File: src/ufbc_pkg.sv
// constants, register map and types of the serial frame and baud block
package ufbc_pkg;
    // ==========================================================
    // register map, one register per aligned word, the data register nine bits wide
    localparam logic [7:0] OFS_MODE      = 8'h00;
    localparam logic [7:0] OFS_CTRL_B    = 8'h04;
    localparam logic [7:0] OFS_CTRL_C    = 8'h08;
    localparam logic [7:0] OFS_DIV_UPPER = 8'h0C;
    localparam logic [7:0] OFS_DIV_LOWER = 8'h10;
    localparam logic [7:0] OFS_DATA      = 8'h14;
    localparam logic [7:0] OFS_STATUS    = 8'h18;
    // ==========================================================
    // field positions
    localparam int MODE_DBL  = 1;
    localparam int CB_RX_EN  = 4;
    localparam int CB_TX_EN  = 3;
    localparam int CB_CHR2   = 2;
    localparam int CC_SYNC   = 6;
    localparam int CC_STOP   = 3;
    localparam int CC_CHR_HI = 2;
    localparam int CC_CHR_LO = 1;
    localparam int CC_POL    = 0;
    localparam int DATA_W    = 9;
    localparam int DIV_W     = 12;
    localparam int LOWER_W   = 8;
    localparam int UPPER_W   = DIV_W - LOWER_W;
    // ==========================================================
    // reset values
    localparam logic [1:0]       CHR_LOW_RST = 2'h3;
    localparam logic [DIV_W-1:0] DIV_RST     = 12'h000;
    // ==========================================================
    // character size codes and lengths
    localparam logic [2:0] CHR_5 = 3'h0;
    localparam logic [2:0] CHR_6 = 3'h1;
    localparam logic [2:0] CHR_7 = 3'h2;
    localparam logic [2:0] CHR_8 = 3'h3;
    localparam logic [2:0] CHR_9 = 3'h7;
    localparam logic [3:0] LEN_5 = 4'h5;
    localparam logic [3:0] LEN_6 = 4'h6;
    localparam logic [3:0] LEN_7 = 4'h7;
    localparam logic [3:0] LEN_8 = 4'h8;
    localparam logic [3:0] LEN_9 = 4'h9;
    // ==========================================================
    // oversampling phases: last and middle tick of one bit
    localparam logic [3:0] PH_LAST_NORM = 4'hF;
    localparam logic [3:0] PH_LAST_DBL  = 4'h7;
    localparam logic [3:0] PH_MID_NORM  = 4'h7;
    localparam logic [3:0] PH_MID_DBL   = 4'h3;
    // ==========================================================
    // frame state machine
    typedef enum logic [3:0] {
        ST_IDLE  = 4'h1,
        ST_START = 4'h2,
        ST_DATA  = 4'h4,
        ST_STOP  = 4'h8
    } ufbc_state_type;
endpackage

File: src/ufbc_frame_baud.sv
// frame format, baud divisor and serial frame engine with wishbone slave
`timescale 1ns/1ps
`default_nettype none

// Overview of operation
// - transmitter sends one stop bit when select is 0, two when 1.
// - size field selects 5,6,7,8 or 9 data bits; other codes reserved.
// - sync polarity 0 drives data on rising clock, samples on falling.
// - 12-bit divisor, upper register four msbs, lower register eight lsbs.
// - upper four bits of divisor upper read zero; software writes zeros.
// - lower byte write reloads prescaler at once; upper write does not.
// - divisor zero gives oscillator over 16, or over 8 at double speed.
// - double speed cuts per-bit divisor 16 to 8, asynchronous only.
// - receiver checks only the first stop bit, ignoring the count.
module ufbc_frame_baud (
    input  wire logic        mclk,
    input  wire logic        sys_rst,
    input  wire logic        wb_cyc_i,
    input  wire logic        wb_stb_i,
    input  wire logic        wb_we_i,
    input  wire logic [7:0]  wb_adr_i,
    input  wire logic [3:0]  wb_sel_i,
    input  wire logic [31:0] wb_dat_i,
    output logic      [31:0] wb_dat_o,
    output logic             wb_ack_o,
    input  wire logic        rxdPin,
    output logic             txdPin,
    output logic             txdOe,
    output logic             syncSerialClockPin,
    output logic             syncSerialClockOe
);
    import ufbc_pkg::*;

    // ==========================================================
    // state
    typedef struct packed {
        logic                 dbl;
        logic                 rxEn;
        logic                 txEn;
        logic                 chr2;
        logic                 syncMode;
        logic                 stopSel;
        logic [1:0]           chrLow;
        logic                 pol;
        logic [DIV_W-1:0]     div;
        logic [DIV_W-1:0]     presc;
        logic                 sync_serial_clock_pin;
        ufbc_state_type       txSt;
        logic [3:0]           txPhase;
        logic [3:0]           txCnt;
        logic [DATA_W-1:0]    txShift;
        logic [DATA_W-1:0]    txData;
        logic                 txPend;
        logic                 txStopLeft;
        logic                 txOut;
        ufbc_state_type       rxSt;
        logic [3:0]           rxPhase;
        logic [3:0]           rxIdx;
        logic [DATA_W-1:0]    rxShift;
        logic [DATA_W-1:0]    rxData;
        logic                 rxFull;
        logic                 rxFrameErr;
        logic                 ack;
        logic [31:0]          rdat;
    } ufbc_regs_type;

    localparam ufbc_regs_type REGS_RST = '{
        chrLow  : CHR_LOW_RST,
        div     : DIV_RST,
        presc   : DIV_RST,
        txSt    : ST_IDLE,
        rxSt    : ST_IDLE,
        txOut   : 1'b1,
        default : '0
    };

    ufbc_regs_type r;
    ufbc_regs_type n;

    // reserved codes fall back to eight bits so frames stay well formed
    function automatic logic [3:0] chrBits(input logic [2:0] code);
        case (code)
            CHR_5:   chrBits = LEN_5;
            CHR_6:   chrBits = LEN_6;
            CHR_7:   chrBits = LEN_7;
            CHR_8:   chrBits = LEN_8;
            CHR_9:   chrBits = LEN_9;
            default: chrBits = LEN_8;
        endcase
    endfunction

    logic             acc;
    logic             wr;
    logic             tick;
    logic             rise;
    logic             fall;
    logic             txEdge;
    logic             rxEdge;
    logic             txBitEnd;
    logic             rxSample;
    logic [3:0]       phLast;
    logic [3:0]       phMid;
    logic [3:0]       bits;

    // ==========================================================
    // next state
    always_comb begin
        n        = r;
        acc      = wb_cyc_i && wb_stb_i && !r.ack;
        wr       = acc && wb_we_i && wb_sel_i[0];
        n.ack    = acc;
        bits     = chrBits({r.chr2, r.chrLow});
        // prescaler ticks every divisor plus one clocks
        tick     = (r.presc == DIV_RST);
        n.presc  = tick ? r.div : r.presc - 12'h001;
        // double speed only shortens asynchronous bits
        phLast   = r.dbl ? PH_LAST_DBL : PH_LAST_NORM;
        phMid    = r.dbl ? PH_MID_DBL : PH_MID_NORM;
        // synchronous clock: one half period per prescaler tick
        rise     = tick && r.syncMode && !r.sync_serial_clock_pin;
        fall     = tick && r.syncMode && r.sync_serial_clock_pin;
        // polarity is only looked at in synchronous mode
        txEdge   = r.pol ? fall : rise;
        rxEdge   = r.pol ? rise : fall;
        if (!r.syncMode) begin
            n.sync_serial_clock_pin = 1'b0;
        end else if (tick) begin
            n.sync_serial_clock_pin = !r.sync_serial_clock_pin;
        end
        txBitEnd = r.syncMode ? txEdge : (tick && r.txPhase == phLast);
        if (tick && !r.syncMode) begin
            n.txPhase = txBitEnd ? 4'h0 : r.txPhase + 4'h1;
        end

        // ======================================================
        // transmitter
        case (r.txSt)
            ST_IDLE: begin
                if (r.txPend && r.txEn && txBitEnd) begin
                    n.txSt    = ST_START;
                    n.txOut   = 1'b0;
                    n.txShift = r.txData;
                    n.txCnt   = bits;
                    n.txPend  = 1'b0;
                end
            end
            ST_START, ST_DATA: begin
                if (txBitEnd) begin
                    if (r.txCnt == 4'h0) begin
                        n.txSt       = ST_STOP;
                        n.txOut      = 1'b1;
                        n.txStopLeft = r.stopSel;
                    end else begin
                        n.txSt    = ST_DATA;
                        n.txOut   = r.txShift[0];
                        n.txShift = r.txShift >> 1;
                        n.txCnt   = r.txCnt - 4'h1;
                    end
                end
            end
            ST_STOP: begin
                if (txBitEnd) begin
                    if (r.txStopLeft) begin
                        n.txStopLeft = 1'b0;
                    end else if (r.txPend && r.txEn) begin
                        // back to back: no idle bit after the last stop bit
                        n.txSt    = ST_START;
                        n.txOut   = 1'b0;
                        n.txShift = r.txData;
                        n.txCnt   = bits;
                        n.txPend  = 1'b0;
                    end else begin
                        n.txSt = ST_IDLE;
                    end
                end
            end
            default: begin
                n.txSt  = ST_IDLE;
                n.txOut = 1'b1;
            end
        endcase

        // ======================================================
        // bus access; a write of tx data wins over a frame start
        n.rdat = '0;
        if (acc && !wb_we_i) begin
            case (wb_adr_i)
                OFS_MODE:      n.rdat[MODE_DBL] = r.dbl;
                OFS_CTRL_B: begin
                    n.rdat[CB_RX_EN] = r.rxEn;
                    n.rdat[CB_TX_EN] = r.txEn;
                    n.rdat[CB_CHR2]  = r.chr2;
                end
                OFS_CTRL_C: begin
                    n.rdat[CC_SYNC]              = r.syncMode;
                    n.rdat[CC_STOP]              = r.stopSel;
                    n.rdat[CC_CHR_HI:CC_CHR_LO]  = r.chrLow;
                    n.rdat[CC_POL]               = r.pol;
                end
                // upper bits of the high byte read as zero
                OFS_DIV_UPPER: n.rdat[UPPER_W-1:0] = r.div[DIV_W-1:LOWER_W];
                OFS_DIV_LOWER: n.rdat[LOWER_W-1:0] = r.div[LOWER_W-1:0];
                OFS_DATA: begin
                    n.rdat[DATA_W-1:0] = r.rxData;
                    n.rxFull           = 1'b0;
                end
                OFS_STATUS: n.rdat[4:0] = {r.rxFrameErr, r.rxFull, r.txPend,
                                           r.txSt != ST_IDLE,
                                           r.rxSt != ST_IDLE};
                default:    n.rdat = '0;
            endcase
        end
        if (wr) begin
            case (wb_adr_i)
                OFS_MODE:   n.dbl = wb_dat_i[MODE_DBL];
                OFS_CTRL_B: begin
                    n.rxEn = wb_dat_i[CB_RX_EN];
                    n.txEn = wb_dat_i[CB_TX_EN];
                    n.chr2 = wb_dat_i[CB_CHR2];
                end
                OFS_CTRL_C: begin
                    n.syncMode = wb_dat_i[CC_SYNC];
                    n.stopSel  = wb_dat_i[CC_STOP];
                    n.chrLow   = wb_dat_i[CC_CHR_HI:CC_CHR_LO];
                    n.pol      = wb_dat_i[CC_POL];
                end
                // upper byte alone leaves the running prescaler alone;
                // frames in flight are not protected from a new rate
                OFS_DIV_UPPER: n.div[DIV_W-1:LOWER_W] = wb_dat_i[UPPER_W-1:0];
                OFS_DIV_LOWER: begin
                    n.div[LOWER_W-1:0] = wb_dat_i[LOWER_W-1:0];
                    n.presc = {r.div[DIV_W-1:LOWER_W],
                               wb_dat_i[LOWER_W-1:0]};
                end
                OFS_DATA: begin
                    n.txData = wb_dat_i[DATA_W-1:0];
                    n.txPend = 1'b1;
                end
                default: n.txPend = n.txPend;
            endcase
        end

        // ======================================================
        // receiver; a completed frame wins over a data read
        rxSample = r.syncMode ? rxEdge : (tick && r.rxPhase == phLast);
        if (tick && !r.syncMode) begin
            n.rxPhase = r.rxPhase + 4'h1;
        end
        case (r.rxSt)
            ST_IDLE: begin
                n.rxIdx = 4'h0;
                if (r.syncMode ? (rxEdge && !rxdPin) : (tick && !rxdPin)) begin
                    n.rxSt    = r.syncMode ? ST_DATA : ST_START;
                    n.rxPhase = 4'h0;
                end
            end
            ST_START: begin
                // recheck the start bit in its middle to reject glitches
                if (tick && r.rxPhase == phMid) begin
                    n.rxSt    = rxdPin ? ST_IDLE : ST_DATA;
                    n.rxPhase = 4'h0;
                end
            end
            ST_DATA: begin
                if (rxSample && r.rxPhase == phLast) begin
                    n.rxPhase = 4'h0;
                end
                if (rxSample) begin
                    if (r.rxIdx == bits) begin
                        // only the first stop bit is looked at
                        n.rxFrameErr = !rxdPin;
                        n.rxData     = r.rxShift;
                        n.rxFull     = 1'b1;
                        n.rxSt       = ST_IDLE;
                    end else begin
                        n.rxShift[r.rxIdx] = rxdPin;
                        n.rxIdx            = r.rxIdx + 4'h1;
                    end
                end
            end
            default: n.rxSt = ST_IDLE;
        endcase
        if (r.rxSt == ST_IDLE && rxSample == 1'b0 && r.rxIdx == 4'h0) begin
            n.rxShift = r.rxShift;
        end
        if (!r.rxEn) begin
            n.rxSt = ST_IDLE;
        end
    end

    // ==========================================================
    // registers
    always_ff @(posedge mclk or posedge sys_rst) begin
        if (sys_rst) begin
            r <= REGS_RST;
        end else begin
            r <= n;
        end
    end

    assign wb_dat_o           = r.rdat;
    assign wb_ack_o           = r.ack;
    assign txdPin             = r.txOut;
    assign txdOe              = r.txEn;
    assign syncSerialClockPin = r.sync_serial_clock_pin;
    assign syncSerialClockOe  = r.syncMode && (r.txEn || r.rxEn);
endmodule

`default_nettype wire

File: config.mk
export PLATFORM = sky130hd
export DESIGN_NAME = ufbc_frame_baud
export DESIGN_NICKNAME = d
export VERILOG_FILES = /design/src/ufbc_pkg.sv /design/src/ufbc_frame_baud.sv
export SDC_FILE = /design/constraint.sdc
export NUM_CORES = 1
export LEC_CHECK = 0
export ABC_AREA = 0
export BUFFER_PORTS_ARGS = -buffer_cell sky130_fd_sc_hd__buf_2
export CAP_MARGIN = 15
export CORE_ASPECT_RATIO = 0.7
export CORE_MARGIN = 4
export CORE_UTILIZATION = 52
export CTS_CLUSTER_SIZE = 20
export DETAILED_ROUTE_END_ITERATION = 8
export GPL_TIMING_DRIVEN = 0
export HOLD_SLACK_MARGIN = 0.1
export PLACE_DENSITY = 0.77
export SLEW_MARGIN = 40
export SYNTH_ARGS = -nofsm -noshare
export SYNTH_HDL_FRONTEND = slang
export SYNTH_SLANG_ARGS = --single-unit
File: constraint.sdc
create_clock -name mclk -period 3.3 [get_ports mclk]
set_input_delay 0.495 -clock mclk [delete_from_list [all_inputs] [get_ports mclk]]
set_output_delay 0.495 -clock mclk [all_outputs]
set_load 0.01 [all_outputs]
==> results.md <==
* CP arrival at 3.15 ns
* Final worst path period share at 0.882
* Gr ovfl total at 0
* Final HPWL DP at 11.2 mm
* Post-synth EDFFs at 0
* Ant diodes at 0
* Synth area leaders: dfrtp_1 44%, mux2_2 7.7%, buf_4 4.2%
* P&R area growth vs syn at 15.5%
* Clock Pin Slew Worst Setup and Hold Paths at 0.07 ns
* VDD IR max at 0.000282 V
* Worst-Margin Slew at 0.841 ns
* CTS tree: yes
* Fmax at 343 MHz
* Routability cong. at 0.956
* Clock skew at 0.00937 ns
* First-pass GRT wire length at 23.6 mm
* Critical Path RT at 3.54 ns
* Outcome: finished clean
* Worst R2R Setup Slack at 0.39 ns
* Post-Route WL at 14.7 mm
* Initial Util at 0.531
* Mapped Area at 5840 um^2
* Post-Synthesis Cells at 582
* Max-Cap Viols at 0
* CTS Buffer Depth at 2
* Pin count of the biggest net entering global routing at 28
* Async SR Flop Fraction at 1.00
* Critical path type: reg -> reg
* Finished Core Util at 0.613
* Pins Over Slew Limit at 0
* Htree depth at 3
* Die ar. at 13000 um^2
* Cell taking the most area after synthesis: dfrtp_1
* Vias in the first global route at 4531
* Crit Path Max Fanout at 10
* Final #Nets at 716
* Initial antenna violation count at 0
* I/O pins at 87
* Drt via density at 5.73
* Worst skew pair latency at 0.36 ns
* Synth top area share at 0.441
* Final setup margin at 0.389 ns
* Total number of vias at 4666
* Die Ht at 96.7 um
* Pleak at 0.00307 uW
* Post-CTS setup buffer count at 0
* DR pass1 iterations at 5
* Die W at 135 um
* Post-CTS sizing at 0
* Layout cells sized above 1 at 0.244
* Tot Pwr at 2880 uW
* CORE AREA at 11000 um^2
* Critical path endpoint category: register
* Final hold violation count at 0
* GRT Resource Usage Total at 0.230
* Port bufs at 36
* Post-placement cell count at 798
* Unrepaired setup endpoints after global routing: false
* Leading register cell type out of synthesis: dfrtp_1
* # clock sinks at 108
* Antenna-violating nets left at 0
* Most frequent cells in the layout: 103 x dfrtp_1, 45 x nand2_1, 44 x nor2_1
* Register area share after synthesis at 0.464
* Cell Rows at 32
* Synthesized flop and latch total at 108
* CTS buffer count at 9
* Final setup viols at 0
* Min cycle time layout at 2.91 ns
* DRC at 0
* Unique masters post-synth at 68
* Design area at 6750 um^2
* Cts hold-fix bufs at 0
* Max-slew headroom at 0.435
* Routed WL per cell at 18.0 um
* CP Launch Type: register
* Worst Hold Class: in -> async
* Syn Area/Cell at 10.0 um^2
* Leading cell type in the layout, fill and taps excluded: dfrtp_1
* Placed instance area at 6430 um^2
* Finished Layout Cells at 814
* Root buffer cell: clkbuf_16
* Synth warn at 0
* Cell Pwr Density at 426 nW/um^2
* Pre-CTS WS at 0.418 ns
* Drt initial violations at 507
## routing by layer
layer / GRT usage / wire [um]
met5: 0 / 0
met4: 0.0579 / 249
met3: 0.0691 / 1200
met2: 0.334 / 6390
met1: 0.336 / 6840
## cells by family after synthesis
group | after synthesis | share of synthesized area
flops | 108 | 0.464
xor+xnor | 18 | 0.0270
other cells | 1 | 0.000642
buf+inv | 81 | 0.0780
compound gates | 122 | 0.137
simple gates | 189 | 0.172
fa+ha+maj | 10 | 0.0214
mux | 53 | 0.101
## sequential cells by signal, indices dropped and copies added (netlist names)
name                flops
txdOe                   1
r                      95
wb_ack_o                1
wb_dat_o                9
txdPin                  1
syncSerialClockPin      1
## synthesized netlist by cell type, drive strengths merged (5+ instances only)
master	number
a21o	6
a21oi	37
a41oi	9
buf	41
clkbuf	17
dfrtp	103
dfstp	5
ha	10
inv	23
mux2	43
mux2i	10
nand2	46
nand3	24
nand4	9
nor2	44
nor2b	7
nor3	8
nor3b	5
nor4	7
o21ai	31
or3	6
xnor2	13
xor2	5
## critical path: stages, from the launching register on
cell and delay (ns):
dfrtp_1 0.43, or4_1 0.65, nor4_4 0.62, and4_1 0.29, buf_4 0.14, and2b_1 0.16, buf_6 0.16, mux2_2 0.34
## worst paths after layout
check                       startpoint      to  depth (start not counted)
min in group mclk          wb_dat_i[8]   r[76]                          2
max                             r[105]   r[37]                          7
max in group asynchronous      sys_rst  r[124]                          4
min                            sys_rst   r[59]                          2
max reg2reg                     r[105]   r[37]                          7
min reg2reg                      r[92]   r[92]                          1
## cell type report
| class | instances | area [um^2] |
|---|---|---|
| fillers | 928 | 4260 |
| multi-input cells | 415 | 2800 |
| flip-flops and latches | 108 | 2710 |
| clock inverters | 6 | 87.6 |
| clock buffers | 10 | 229 |
| repair buffers | 41 | 273 |
| plain buffers | 58 | 369 |
| inverters | 23 | 90.1 |
| well taps | 153 | 191 |
## report_power, final
part	switching, uW	internal [uW]
registers	55.4	1370
clock network	496	669
logic	159	125
total	711	2170
## per-stage QoR
step	setup TNS [ns]	hold WS [ns]
2_1_floorplan	0	0.437
5_1_grt	0	0.125
6_report	0	0.111
3_5_place_dp	0	0.457
4_1_cts	0	0.120
3_3_place_gp	-0.270	0.452
(Power assumes the default switching activity.)
